$ cat src/pcp_pkg.sv
// constants for the parallel lcd / camera / converter port
// assumes a single system clock and a plain register port
package pcp_pkg;
	// register offsets (byte addresses)
	localparam logic [7:0] PCP_CTRL_OFS = 8'h00;
	localparam logic [7:0] PCP_LAYOUT_OFS = 8'h04;
	localparam logic [7:0] PCP_CLKDIV_OFS = 8'h08;
	localparam logic [7:0] PCP_TXDATA_OFS = 8'h0C;
	localparam logic [7:0] PCP_RXDATA_OFS = 8'h10;
	localparam logic [7:0] PCP_INT_RAW_OFS = 8'h14;
	localparam logic [7:0] PCP_INT_ST_OFS = 8'h18;
	localparam logic [7:0] PCP_INT_ENA_OFS = 8'h1C;
	localparam logic [7:0] PCP_INT_CLR_OFS = 8'h20;
	localparam logic [7:0] PCP_STATE_OFS = 8'h24;
	// control bit positions
	localparam int PCP_B_PME = 0;
	localparam int PCP_B_CAP_EN = 1;
	localparam int PCP_B_TX_FOL = 2;
	localparam int PCP_B_RX_FOL = 3;
	localparam int PCP_B_TX_START = 4;
	localparam int PCP_B_RX_START = 5;
	localparam int PCP_B_DATA_X2 = 6;
	localparam int PCP_B_STRB_X2 = 7;
	localparam int PCP_B_CONV = 8;
	localparam int PCP_B_ADC_ROUTE = 9;
	localparam int PCP_CTRL_W = 10;
	// layout field positions
	localparam int PCP_F_TX_CHAN = 0;
	localparam int PCP_F_TX_FIFO = 4;
	localparam int PCP_F_RX_CHAN = 8;
	localparam int PCP_F_RX_FIFO = 12;
	// reset values
	localparam logic [PCP_CTRL_W-1:0] PCP_CTRL_RST = 10'h000;
	localparam logic [15:0] PCP_LAYOUT_RST = 16'h0000;
	localparam logic [7:0] PCP_CLKDIV_RST = 8'h03;
	localparam logic [15:0] PCP_INT_ENA_RST = 16'h0000;
	// interrupt bit positions
	localparam int PCP_I_TX_STALL = 0;
	localparam int PCP_I_RX_STALL = 1;
	localparam int PCP_I_TX_EMPTY = 2;
	localparam int PCP_I_TX_FULL = 3;
	localparam int PCP_I_RX_EMPTY = 4;
	localparam int PCP_I_RX_FULL = 5;
	localparam int PCP_I_TX_LOW = 6;
	localparam int PCP_I_RX_HIGH = 7;
	localparam int PCP_I_DMA = 8;
	localparam int PCP_INT_N = 16;
	// converter sample shift inside a 16-bit element
	localparam int PCP_SAMPLE_SHIFT = 8;
	// stall timeout in cycles
	localparam int PCP_STALL_CYCLES = 1024;
	typedef enum logic [1:0] {
		PCP_IDLE = 2'b00,
		PCP_LCD = 2'b01,
		PCP_DAC = 2'b11
	} pcp_tx_mode_t;
endpackage : pcp_pkg

$ cat src/pcp_pin_if.sv
// synchronised camera and converter-clock pins
// assumes one producer (pin synchroniser) and one consumer
`timescale 1ns/1ps
interface pcp_pin_if;
	logic pclk;
	logic line_sync_in;
	logic frame_sync_in;
	logic line_valid_in;
	logic pll_clk;
	logic [15:0] capture_data_in;
	modport src (output pclk, line_sync_in, frame_sync_in, line_valid_in,
		pll_clk, capture_data_in);
	modport dst (input pclk, line_sync_in, frame_sync_in, line_valid_in,
		pll_clk, capture_data_in);
endinterface : pcp_pin_if

$ cat src/pcp_port.sv
// parallel lcd transmit, camera capture and converter streaming port
// assumes register strobes and dma events come from clk_sys_i logic
//
// Implementation choices: the address-and-strobe port and the register addresses.
`timescale 1ns/1ps
//Contract
// - word select runs at half bit clock
// - converter mode times from halved pll clock
// - lcd drives 24-bit bus, ws strobes
// - lcd mode when enabled, not follower and not converter
// - tx layout fields shape outgoing word
// - two lcd frame forms via doubling bits
// - camera 16-bit bus with three qualifiers
// - camera pixel clock on word select input
// - capture only while all qualifiers high
// - adc uses master receive mode
// - right to first dac, left second
// - converter byte sits in upper byte
// - separate tx and rx stall interrupts
// - six fifo level interrupts
// - descriptor exhaustion interrupts
// - descriptor error interrupts
// - outbound packet end and done interrupts
// - inbound success end and done interrupts
// - raw, masked, enable, clear per source
module pcp_port
	import pcp_pkg::*;
#(
	parameter int DEPTH = 8,
	parameter int STALL_CYCLES = pcp_pkg::PCP_STALL_CYCLES
) (
	// clock, reset, enable
	input wire logic clk_sys_i,
	input wire logic rst_n_i,
	input wire logic ce_i,
	// register port
	input wire logic [7:0] reg_addr_i,
	input wire logic [31:0] reg_wdata_i,
	input wire logic reg_wr_i,
	input wire logic reg_rd_i,
	output logic [31:0] reg_rdata_o,
	// camera and converter clock pins
	input wire logic word_select_input_i,
	input wire logic line_sync_in_i,
	input wire logic frame_sync_in_i,
	input wire logic line_valid_in_i,
	input wire logic [15:0] capture_data_in_i,
	input wire logic halved_pll_clock_i,
	// on-chip adc stream
	input wire logic adc_valid_i,
	input wire logic [7:0] adc_data_i,
	// dma descriptor events, one-cycle pulses
	input wire logic [7:0] dma_evt_i,
	// lcd and dac outputs
	output logic bit_clock_o,
	output logic word_select_o,
	output logic [23:0] lcd_data_o,
	output logic [7:0] dac1_o,
	output logic [7:0] dac2_o
);
	import pcp_pkg::*;

	localparam int AW = $clog2(DEPTH);
	localparam logic [AW:0] FULL_CNT = AW'(0) + (AW+1)'(DEPTH);
	localparam logic [AW:0] LOW_CNT = (AW+1)'(1);
	localparam logic [AW:0] HIGH_CNT = (AW+1)'(DEPTH - 1);
	localparam logic [15:0] STALL_MAX = 16'(STALL_CYCLES - 1);

	pcp_pin_if pins ();

	// registers
	logic [PCP_CTRL_W-1:0] ctrl_r;
	logic [15:0] layout_r;
	logic [7:0] clkdiv_r;
	logic [15:0] int_ena_r;
	logic [31:0] rdata_r;

	// register decode
	wire sel_ctrl = reg_addr_i == PCP_CTRL_OFS;
	wire sel_layout = reg_addr_i == PCP_LAYOUT_OFS;
	wire sel_clkdiv = reg_addr_i == PCP_CLKDIV_OFS;
	wire sel_txdata = reg_addr_i == PCP_TXDATA_OFS;
	wire sel_rxdata = reg_addr_i == PCP_RXDATA_OFS;
	wire sel_ena = reg_addr_i == PCP_INT_ENA_OFS;
	wire sel_clr = reg_addr_i == PCP_INT_CLR_OFS;

	// control fields
	wire pme = ctrl_r[PCP_B_PME];
	wire cap_en = ctrl_r[PCP_B_CAP_EN];
	wire tx_fol = ctrl_r[PCP_B_TX_FOL];
	wire rx_fol = ctrl_r[PCP_B_RX_FOL];
	wire tx_start = ctrl_r[PCP_B_TX_START];
	wire rx_start = ctrl_r[PCP_B_RX_START];
	wire data_x2 = ctrl_r[PCP_B_DATA_X2];
	wire strb_x2 = ctrl_r[PCP_B_STRB_X2];
	wire conv = ctrl_r[PCP_B_CONV];
	wire adc_route = ctrl_r[PCP_B_ADC_ROUTE];
	wire [2:0] tx_chan = layout_r[PCP_F_TX_CHAN +: 3];
	wire [2:0] tx_fifo_lay = layout_r[PCP_F_TX_FIFO +: 3];
	wire [2:0] rx_fifo_lay = layout_r[PCP_F_RX_FIFO +: 3];

	wire lcd_mode = pme & ~tx_fol & ~conv;
	wire dac_mode = pme & ~tx_fol & conv;
	wire cam_mode = pme & cap_en & rx_fol;
	wire adc_mode = pme & ~rx_fol & conv;
	pcp_tx_mode_t tx_mode;
	assign tx_mode = lcd_mode ? PCP_LCD : (dac_mode ? PCP_DAC : PCP_IDLE);

	pcp_pin_sync u_sync (
		.clk_sys_i(clk_sys_i),
		.rst_n_i(rst_n_i),
		.ce_i(ce_i),
		.word_select_input_i(word_select_input_i),
		.line_sync_in_i(line_sync_in_i),
		.frame_sync_in_i(frame_sync_in_i),
		.line_valid_in_i(line_valid_in_i),
		.halved_pll_clock_i(halved_pll_clock_i),
		.capture_data_in_i(capture_data_in_i),
		.pins(pins)
	);

	// edge detection on synchronised clocks
	logic pclk_d_r, pll_d_r;
	always_ff @(posedge clk_sys_i) begin
		if (!rst_n_i) begin
			pclk_d_r <= 1'b0;
			pll_d_r <= 1'b0;
		end else if (ce_i) begin
			pclk_d_r <= pins.pclk;
			pll_d_r <= pins.pll_clk;
		end
	end
	wire pclk_rise = pins.pclk & ~pclk_d_r;
	wire pll_rise = pins.pll_clk & ~pll_d_r;

	// converter mode ticks on halved pll rising edges
	wire tick = conv ? pll_rise : 1'b1;

	// bit clock divider
	logic [7:0] div_cnt_r;
	logic bck_r, ws_r;
	wire div_hit = tick & (div_cnt_r == clkdiv_r);
	wire bck_rise = div_hit & ~bck_r;
	wire ws_fall = bck_rise & ws_r;
	wire ws_edge = bck_rise;
	always_ff @(posedge clk_sys_i) begin
		if (!rst_n_i) begin
			div_cnt_r <= 8'h00;
			bck_r <= 1'b0;
			ws_r <= 1'b0;
		end else if (ce_i) begin
			if (!pme) begin
				div_cnt_r <= 8'h00;
				bck_r <= 1'b0;
				ws_r <= 1'b0;
			end else if (tick) begin
				div_cnt_r <= div_hit ? 8'h00 : div_cnt_r + 8'h01;
				bck_r <= bck_r ^ div_hit;
				// ws toggles once per bit clock period
				ws_r <= ws_r ^ bck_rise;
			end
		end
	end

	// transmit fifo, filled by register writes
	logic [31:0] tx_mem [DEPTH];
	logic [AW-1:0] tx_wp_r, tx_rp_r;
	logic [AW:0] tx_cnt_r;
	wire tx_full = tx_cnt_r == FULL_CNT;
	wire tx_empty = tx_cnt_r == '0;
	wire tx_push = reg_wr_i & sel_txdata & ~tx_full;

	// strobe doubling advances per strobe cycle, data doubling repeats
	logic rep_r;
	wire lcd_step = strb_x2 ? ws_fall : ws_edge;
	wire step = (tx_mode == PCP_LCD) ? lcd_step :
		((tx_mode == PCP_DAC) ? ws_fall : 1'b0);
	wire adv = tx_start & step & (~data_x2 | rep_r | (tx_mode == PCP_DAC));
	wire tx_pop = adv & ~tx_empty;
	wire [31:0] tx_word = tx_mem[tx_rp_r];

	always_ff @(posedge clk_sys_i) begin
		if (tx_push & ce_i) begin
			tx_mem[tx_wp_r] <= reg_wdata_i;
		end
	end
	always_ff @(posedge clk_sys_i) begin
		if (!rst_n_i) begin
			tx_wp_r <= '0;
			tx_rp_r <= '0;
			tx_cnt_r <= '0;
			rep_r <= 1'b0;
		end else if (ce_i) begin
			tx_wp_r <= tx_wp_r + AW'(tx_push);
			tx_rp_r <= tx_rp_r + AW'(tx_pop);
			tx_cnt_r <= tx_cnt_r + (AW+1)'(tx_push) - (AW+1)'(tx_pop);
			if (tx_start & step) begin
				rep_r <= ~rep_r;
			end
		end
	end

	// channel and fifo layouts shape the 24-bit word
	function automatic logic [23:0] lay24(input logic [31:0] w,
		input logic [2:0] chan, input logic [2:0] fl);
		logic [15:0] half;
		half = (chan == 3'h2) ? w[15:0] : w[31:16];
		if (fl == 3'h0) begin
			lay24 = w[23:0];
		end else if (chan == 3'h0) begin
			lay24 = {w[31:24], w[15:0]};
		end else begin
			lay24 = {half, 8'h00};
		end
	endfunction : lay24

	// lcd and dac outputs; last word is held when the fifo runs dry
	logic [23:0] lcd_r;
	logic [7:0] dac1_r, dac2_r;
	always_ff @(posedge clk_sys_i) begin
		if (!rst_n_i) begin
			lcd_r <= 24'h000000;
			dac1_r <= 8'h00;
			dac2_r <= 8'h00;
		end else if (ce_i & tx_pop) begin
			// full 24-bit bus in lcd mode
			if (tx_mode == PCP_LCD) begin
				lcd_r <= lay24(tx_word, tx_chan, tx_fifo_lay);
			end
			// right to first dac, left to second
			// sample in the upper byte of each element
			if (tx_mode == PCP_DAC) begin
				dac1_r <= tx_word[PCP_SAMPLE_SHIFT +: 8];
				dac2_r <= tx_word[16 + PCP_SAMPLE_SHIFT +: 8];
			end
		end
	end

	// receive side: camera capture or adc stream
	// all three qualifiers high to capture
	wire qual = pins.line_sync_in & pins.frame_sync_in & pins.line_valid_in;
	// 16-bit capture on pixel clock rise
	wire cam_push = cam_mode & rx_start & pclk_rise & qual;
	// adc samples only with route set and receive enabled
	wire adc_push = adc_mode & adc_route & rx_start & adc_valid_i;
	wire [15:0] adc_elem = {adc_data_i, 8'h00};
	wire [15:0] rx_half = cam_push ? pins.capture_data_in : adc_elem;
	// single layout keeps the sample low, dual packs it high
	wire [31:0] rx_word = (rx_fifo_lay == 3'h1) ? {16'h0000, rx_half} :
		{rx_half, 16'h0000};

	logic [31:0] rx_mem [DEPTH];
	logic [AW-1:0] rx_wp_r, rx_rp_r;
	logic [AW:0] rx_cnt_r;
	wire rx_full = rx_cnt_r == FULL_CNT;
	wire rx_empty = rx_cnt_r == '0;
	// a capture that finds the fifo full is dropped
	wire rx_push = (cam_push | adc_push) & ~rx_full;
	wire rx_pop = reg_rd_i & sel_rxdata & ~rx_empty;

	always_ff @(posedge clk_sys_i) begin
		if (rx_push & ce_i) begin
			rx_mem[rx_wp_r] <= rx_word;
		end
	end
	always_ff @(posedge clk_sys_i) begin
		if (!rst_n_i) begin
			rx_wp_r <= '0;
			rx_rp_r <= '0;
			rx_cnt_r <= '0;
		end else if (ce_i) begin
			rx_wp_r <= rx_wp_r + AW'(rx_push);
			rx_rp_r <= rx_rp_r + AW'(rx_pop);
			rx_cnt_r <= rx_cnt_r + (AW+1)'(rx_push) - (AW+1)'(rx_pop);
		end
	end

	// stall timers: started direction with no progress
	logic [15:0] tx_idle_r, rx_idle_r;
	wire tx_wait = tx_start & (tx_mode != PCP_IDLE) & ~tx_pop;
	wire rx_wait = rx_start & (cam_mode | adc_mode) & ~rx_push;
	wire tx_stall = tx_wait & (tx_idle_r == STALL_MAX);
	wire rx_stall = rx_wait & (rx_idle_r == STALL_MAX);
	always_ff @(posedge clk_sys_i) begin
		if (!rst_n_i) begin
			tx_idle_r <= 16'h0000;
			rx_idle_r <= 16'h0000;
		end else if (ce_i) begin
			tx_idle_r <= (tx_wait & ~tx_stall) ? tx_idle_r + 16'h0001 : 16'h0000;
			rx_idle_r <= (rx_wait & ~rx_stall) ? rx_idle_r + 16'h0001 : 16'h0000;
		end
	end

	// interrupt sources
	logic [PCP_INT_N-1:0] int_set, int_raw, int_st;
	wire [PCP_INT_N-1:0] int_clr = (reg_wr_i & sel_clr) ?
		reg_wdata_i[PCP_INT_N-1:0] : '0;
	always_comb begin
		int_set = '0;
		int_set[PCP_I_TX_STALL] = tx_stall;
		int_set[PCP_I_RX_STALL] = rx_stall;
		int_set[PCP_I_TX_EMPTY] = tx_empty;
		int_set[PCP_I_TX_FULL] = tx_full;
		int_set[PCP_I_RX_EMPTY] = rx_empty;
		int_set[PCP_I_RX_FULL] = rx_full;
		int_set[PCP_I_TX_LOW] = tx_cnt_r <= LOW_CNT;
		int_set[PCP_I_RX_HIGH] = rx_cnt_r >= HIGH_CNT;
		int_set[PCP_I_DMA +: 8] = dma_evt_i;
	end

	// raw, masked, enable and clear per source
	pcp_irq_bank #(
		.N(PCP_INT_N)
	) u_irq (
		.clk_sys_i(clk_sys_i),
		.rst_n_i(rst_n_i),
		.ce_i(ce_i),
		.set_i(int_set),
		.clr_i(int_clr),
		.ena_i(int_ena_r),
		.raw_o(int_raw),
		.st_o(int_st)
	);

	// register writes
	always_ff @(posedge clk_sys_i) begin
		if (!rst_n_i) begin
			ctrl_r <= PCP_CTRL_RST;
			layout_r <= PCP_LAYOUT_RST;
			clkdiv_r <= PCP_CLKDIV_RST;
			int_ena_r <= PCP_INT_ENA_RST;
		end else if (ce_i & reg_wr_i) begin
			if (sel_ctrl) begin
				ctrl_r <= reg_wdata_i[PCP_CTRL_W-1:0];
			end else if (sel_layout) begin
				layout_r <= reg_wdata_i[15:0] & 16'h7777;
			end else if (sel_clkdiv) begin
				clkdiv_r <= reg_wdata_i[7:0];
			end else if (sel_ena) begin
				int_ena_r <= reg_wdata_i[PCP_INT_N-1:0];
			end
		end
	end

	// read mux; unmapped and write-only offsets read zero
	wire [31:0] state_word = {12'h000, cam_mode, adc_mode, tx_mode,
		rx_cnt_r[AW:0], {(12-AW-1){1'b0}}, tx_cnt_r[AW:0]};
	logic [31:0] rd_mux;
	always_comb begin
		if (reg_addr_i == PCP_CTRL_OFS) begin
			rd_mux = {22'h000000, ctrl_r};
		end else if (reg_addr_i == PCP_LAYOUT_OFS) begin
			rd_mux = {16'h0000, layout_r};
		end else if (reg_addr_i == PCP_CLKDIV_OFS) begin
			rd_mux = {24'h000000, clkdiv_r};
		end else if (reg_addr_i == PCP_RXDATA_OFS) begin
			rd_mux = rx_empty ? 32'h00000000 : rx_mem[rx_rp_r];
		end else if (reg_addr_i == PCP_INT_RAW_OFS) begin
			rd_mux = {16'h0000, int_raw};
		end else if (reg_addr_i == PCP_INT_ST_OFS) begin
			rd_mux = {16'h0000, int_st};
		end else if (reg_addr_i == PCP_INT_ENA_OFS) begin
			rd_mux = {16'h0000, int_ena_r};
		end else if (reg_addr_i == PCP_STATE_OFS) begin
			rd_mux = state_word;
		end else begin
			rd_mux = 32'h00000000;
		end
	end
	always_ff @(posedge clk_sys_i) begin
		if (!rst_n_i) begin
			rdata_r <= 32'h00000000;
		end else if (ce_i) begin
			rdata_r <= reg_rd_i ? rd_mux : 32'h00000000;
		end
	end

	assign reg_rdata_o = rdata_r;
	assign bit_clock_o = bck_r;
	// word select serves as the panel write strobe
	assign word_select_o = ws_r;
	assign lcd_data_o = lcd_r;
	assign dac1_o = dac1_r;
	assign dac2_o = dac2_r;
endmodule : pcp_port

$ cat src/pcp_pin_sync.sv
// three-stage synchroniser for the asynchronous pins
// assumes pins are unrelated to clk_sys_i
`timescale 1ns/1ps
module pcp_pin_sync (
	// clock, reset, enable
	input wire logic clk_sys_i,
	input wire logic rst_n_i,
	input wire logic ce_i,
	// raw pins
	input wire logic word_select_input_i,
	input wire logic line_sync_in_i,
	input wire logic frame_sync_in_i,
	input wire logic line_valid_in_i,
	input wire logic halved_pll_clock_i,
	input wire logic [15:0] capture_data_in_i,
	// synchronised view
	pcp_pin_if.src pins
);
	logic [20:0] s1_r, s2_r, s3_r, q_r;
	logic [20:0] raw;
	assign raw = {word_select_input_i, line_sync_in_i, frame_sync_in_i,
		line_valid_in_i, halved_pll_clock_i, capture_data_in_i};
	// first stage feeds only the second
	always_ff @(posedge clk_sys_i) begin
		if (!rst_n_i) begin
			s1_r <= 21'h000000;
			s2_r <= 21'h000000;
			s3_r <= 21'h000000;
		end else if (ce_i) begin
			s1_r <= raw;
			s2_r <= s1_r;
			s3_r <= s2_r;
		end
	end
	// a bit moves only once two stages agree
	always_ff @(posedge clk_sys_i) begin
		if (!rst_n_i) begin
			q_r <= 21'h000000;
		end else if (ce_i) begin
			q_r <= (s2_r & s3_r) | (q_r & (s2_r ^ s3_r));
		end
	end
	assign pins.pclk = q_r[20];
	assign pins.line_sync_in = q_r[19];
	assign pins.frame_sync_in = q_r[18];
	assign pins.line_valid_in = q_r[17];
	assign pins.pll_clk = q_r[16];
	assign pins.capture_data_in = q_r[15:0];
endmodule : pcp_pin_sync

$ cat src/pcp_irq_bank.sv
// sticky raw status, enable mask and write-one clear
// assumes set and clear are one-cycle pulses from clk_sys_i logic
`timescale 1ns/1ps
module pcp_irq_bank #(
	parameter int N = 16
) (
	// clock, reset, enable
	input wire logic clk_sys_i,
	input wire logic rst_n_i,
	input wire logic ce_i,
	// events and software controls
	input wire logic [N-1:0] set_i,
	input wire logic [N-1:0] clr_i,
	input wire logic [N-1:0] ena_i,
	// status
	output logic [N-1:0] raw_o,
	output logic [N-1:0] st_o
);
	logic [N-1:0] raw_r;
	logic [N-1:0] raw_nxt;
	// sticky until cleared, set beats clear
	assign raw_nxt = (raw_r & ~clr_i) | set_i;
	always_ff @(posedge clk_sys_i) begin
		if (!rst_n_i) begin
			raw_r <= '0;
		end else if (ce_i) begin
			raw_r <= raw_nxt;
		end
	end
	assign raw_o = raw_r;
	assign st_o = raw_r & ena_i;
endmodule : pcp_irq_bank

$ cat config.mk
export PLATFORM = sky130hd
export DESIGN_NAME = pcp_port
export DESIGN_NICKNAME = d
export VERILOG_FILES = /design/src/pcp_pkg.sv /design/src/pcp_pin_if.sv /design/src/pcp_port.sv /design/src/pcp_pin_sync.sv /design/src/pcp_irq_bank.sv
export SDC_FILE = /design/constraint.sdc
export NUM_CORES = 1
export LEC_CHECK = 0
export BUFFER_PORTS_ARGS = -buffer_cell sky130_fd_sc_hd__buf_2
export CAP_MARGIN = 20
export CELL_PAD_IN_SITES_DETAIL_PLACEMENT = 0
export CELL_PAD_IN_SITES_GLOBAL_PLACEMENT = 1
export CORE_UTILIZATION = 50
export CTS_BUF_LIST = sky130_fd_sc_hd__clkbuf_4
export DETAILED_ROUTE_END_ITERATION = 7
export GPL_TIMING_DRIVEN = 0
export PLACE_DENSITY_LB_ADDON = 0.1
export SLEW_MARGIN = 20
export SYNTH_ARGS = -nofsm -noshare
export SYNTH_HDL_FRONTEND = slang
export SYNTH_SLANG_ARGS = --single-unit
export TNS_END_PERCENT = 10
$ cat constraint.sdc
create_clock -name clk_sys_i -period 11.1 [get_ports clk_sys_i]
set_input_delay 2.22 -clock clk_sys_i [delete_from_list [all_inputs] [get_ports clk_sys_i]]
set_output_delay 2.22 -clock clk_sys_i [all_outputs]
set_load 0.02 [all_outputs]
==> results.cfg <==
[logic_synthesis]
synthCells = 2366
synth_top_flop_cell = edfxtp_1
synth_area_leaders = edfxtp_1 (47%), dfxtp_1 (18%), mux2i_1 (7.2%)
yosysWarnings = 0
syn-cell-area_um2 = 32500
ys_seq_elements = 801
yosys.area.top_type_share_pct = 47.3
synth_cell_types = 77
syn_nets = 2497
synth_largest_area_cell = edfxtp_1
synthArstFlopShare_pct = 0
yosysSeqAreaShare_pct = 65.1
syn_area_per_cell_um2 = 13.7
synth_edf_count = 512

[critical_path]
worst_path_most_repeated_cell = buf_4
critPathArrivalTime_ns = 6.09
rr_worst_depth = 15
endpoint_kind = flop
slowest_delay_ns = 0.67
r2r-end = tx_cnt_r[3]
critical_path_required_ns = 11.83
cp_slowest_cell = nor3_2
timing.rr.start = ctrl_r[8]
startpoint = ce_i
path_class = in -> reg
crit_end = tx_mem[0][26]
path_cells = buf_2 -> clkbuf_1 -> clkbuf_1 -> buf_1 -> nand3b_1 -> nor3_2 -> buf_4 -> buf_4 -> buf_4
reg2reg_slack_ns = 6.72
crit_path_start_kind = input port
critPathMaxFanout = 10

[sta]
finalSetupViolCount = 0
worst_slew_pin_slew_ns = 1.07
period_minus_slack_ns = 5.35
fmax_mhz = 187
fin_crit_sh_pct = 48.2
hold_viol_final = 0
slew_viol_final = 0
maxSlewHeadroom_pct = 28.0
rsz0062_at_grt = false
tns_ns = 0
clock_skew_ns = 0.0634

[global_route]
grt_pass1_vias = 21900
grt_util_all_layers_pct = 28.3
antenna_found_initial = 7
grt_max_degree = 21
grt_overflow = 0
grt_pass1_wl_mm = 137

[floorplanning]
io_pins = 157
die_y_um = 257
coreArea_um2 = 64300
dieWidth_um = 257
rows = 93
initial_core_util_pct = 50.5
dieArea_um2 = 66000

[status]
status = completed

[drt]
wirelength_mm = 92.6
drt_iter0_markers = 1690
routedWlPerCell_um = 24.4
drt.antenna.violating_nets = 0
dr.pass1.iters = 5
drc = 0
viasPerCell = 5.71
vias = 21600

[final_layout]
finalInstanceArea_um2 = 37500
layout-drive-gt1-share_pct = 23.4
finalNetCount = 2886
syn_to_final_growth_pct = 15.4
seq_area_um2 = 21200
multi_input_area_um2 = 10800
fillCellCount = 5359

[cts]
cts-root-buf = clkbuf_4
ctsResizeCount = 0
post_cts_buffers = 0
cts_buffer_depth = 3
htree_levels = 4
holdBufCountCts = 0
clk_latency_ns = 1.05
cts_buffers = 200
cts_tree = yes
clk_pin_slew_ns = 0.06
cts.sinks = 801

[worst_hold_path]
min_path_type = reg -> reg
worstHoldStart = dac1_o[1]

[place]
gp_congestion = 0.936
dpl_cell_area_um2 = 34900
port_buffers = 155
hpwlAfterDp_mm = 64.8

[power]
power.leakage_nw = 13.8
ir_drop_v = 0.0000933
total_power_mw = 5.77
power.density_nw_per_um2 = 154

[flow_run]
maxCapViolCount = 0
cell usage in the layout (no fill, tap or decap), types with 13 or more instances in the layout:
master / netlist / layout
and3_1: 25 / 25
mux4_2: 76 / 76
a2bb2oi_1: 13 / 13
a22oi_1: 33 / 33
inv_1: 30 / 30
nand2b_1: 18 / 18
nor2_4: 1 / 13
edfxtp_1: 512 / 512
o22ai_1: 22 / 22
xnor2_1: 14 / 14
mux2_2: 39 / 39
clkbuf_4: 0 / 290
nor2b_1: 20 / 20
buf_2: 30 / 185
xor2_1: 33 / 33
buf_4: 7 / 23
clkinv_1: 0 / 62
nand3_1: 43 / 43
o21ai_0: 51 / 51
buf_1: 14 / 14
dfxtp_1: 289 / 289
clkbuf_1: 78 / 77
nand2_1: 149 / 149
nor3_1: 20 / 16
nand4_1: 16 / 16
nor2_1: 255 / 243
ha_1: 46 / 46
a21oi_1: 109 / 109
mux2i_1: 234 / 234
a221oi_1: 24 / 24
report_power, final:
group	internal, mW	leakage (nW)	switching, mW	total, mW
sequential	3.16	7.45	0.0117	3.18
combinational	0.0465	4.88	0.122	0.168
clock	1.21	1.51	1.21	2.42
total	4.42	13.8	1.34	5.77
critical path, delay by kind of cell:
kind | cells | cell delay [ns]
simple gates | 2 | 1.08
buf+inv | 7 | 2.77
state kept, by name (all words and copies together) (netlist names), 10 cells and up, named ones only:
register and cells:
tx_mem 256, u_sync.s2_r 21, u_irq.raw_o 16, u_sync.s3_r 21, rx_mem 256, lcd_data_o 24, int_ena_r 16, tx_idle_r 16
rx_idle_r 16, reg_rdata_o 32, ctrl_r 10, layout_r 12, u_sync.q_r 21, u_sync.s1_r 21
how the worst min path moves through the flow:
stage / end / slack (ns) / cells after the start
final: dac1_o[1] / 0.45 / 2
after detailed placement: dac1_o[1] / 0.44 / 2
after global routing: dac1_o[4] / 0.47 / 2
after floorplan: u_sync.q_r[10] / 0.45 / 2
after global placement: dac1_o[0] / 0.44 / 2
after CTS: dac1_o[1] / 0.45 / 2
per-stage QoR:
stage | worst slack, ns | utilization [%] | hold slack (ns) | instances
after floorplan | 4.98 | - | 0.449 | 2366
after global placement | 1.52 | 53.4 | 0.441 | 3376
after detailed placement | 4.77 | 54.3 | 0.444 | 3408
after CTS | 5.92 | 58.3 | 0.452 | 3782
after global routing | 5.81 | 58.3 | 0.474 | 3785
final | 5.75 | 58.3 | 0.451 | 3788
cells in the mapped netlist (all sizes together) (18+ instances only):
master	instances
mux2i	234
nor3	21
clkbuf	78
ha	46
a22oi	33
nand2b	18
a221oi	24
dfxtp	289
edfxtp	512
a21oi	109
o22ai	22
nand2	149
and3	25
inv	30
mux2	39
mux4	76
xor2	33
nand3	43
nor2	256
o21ai	52
nor2b	20
buf	52
routing by layer:
layer	up-vias	part of all wire, %	global-route usage [%]
li1	9879	-	-
met1	10900	41	35.3
met2	735	49	47.8
met3	165	6.3	6.55
met4	4	3.2	11.0
met5	-	0.026	0
cell type report:
class / count / area share, %
Antenna cell: 6 / 0.0400
Buffer: 130 / 1.50
Clock buffer: 290 / 5.81
Clock inverter: 84 / 0.998
Inverter: 30 / 0.300
Multi-Input combinational cell: 1405 / 28.8
Sequential cell: 801 / 56.4
Tap cell: 855 / 2.85
Timing Repair Buffer: 187 / 3.30
logic make-up after synthesis:
kind of cell	Yosys count	synth area share [%]
AOI/OAI and AO/OA	352	7.17
muxes	349	13.8
buffers and inverters	160	2.08
adders and majority gates	48	1.89
DFF	801	65.1
and+or+nand+nor	609	8.67
xor gates and xnor gates	47	1.27
Note: power is estimated with default switching activity, not from simulation.
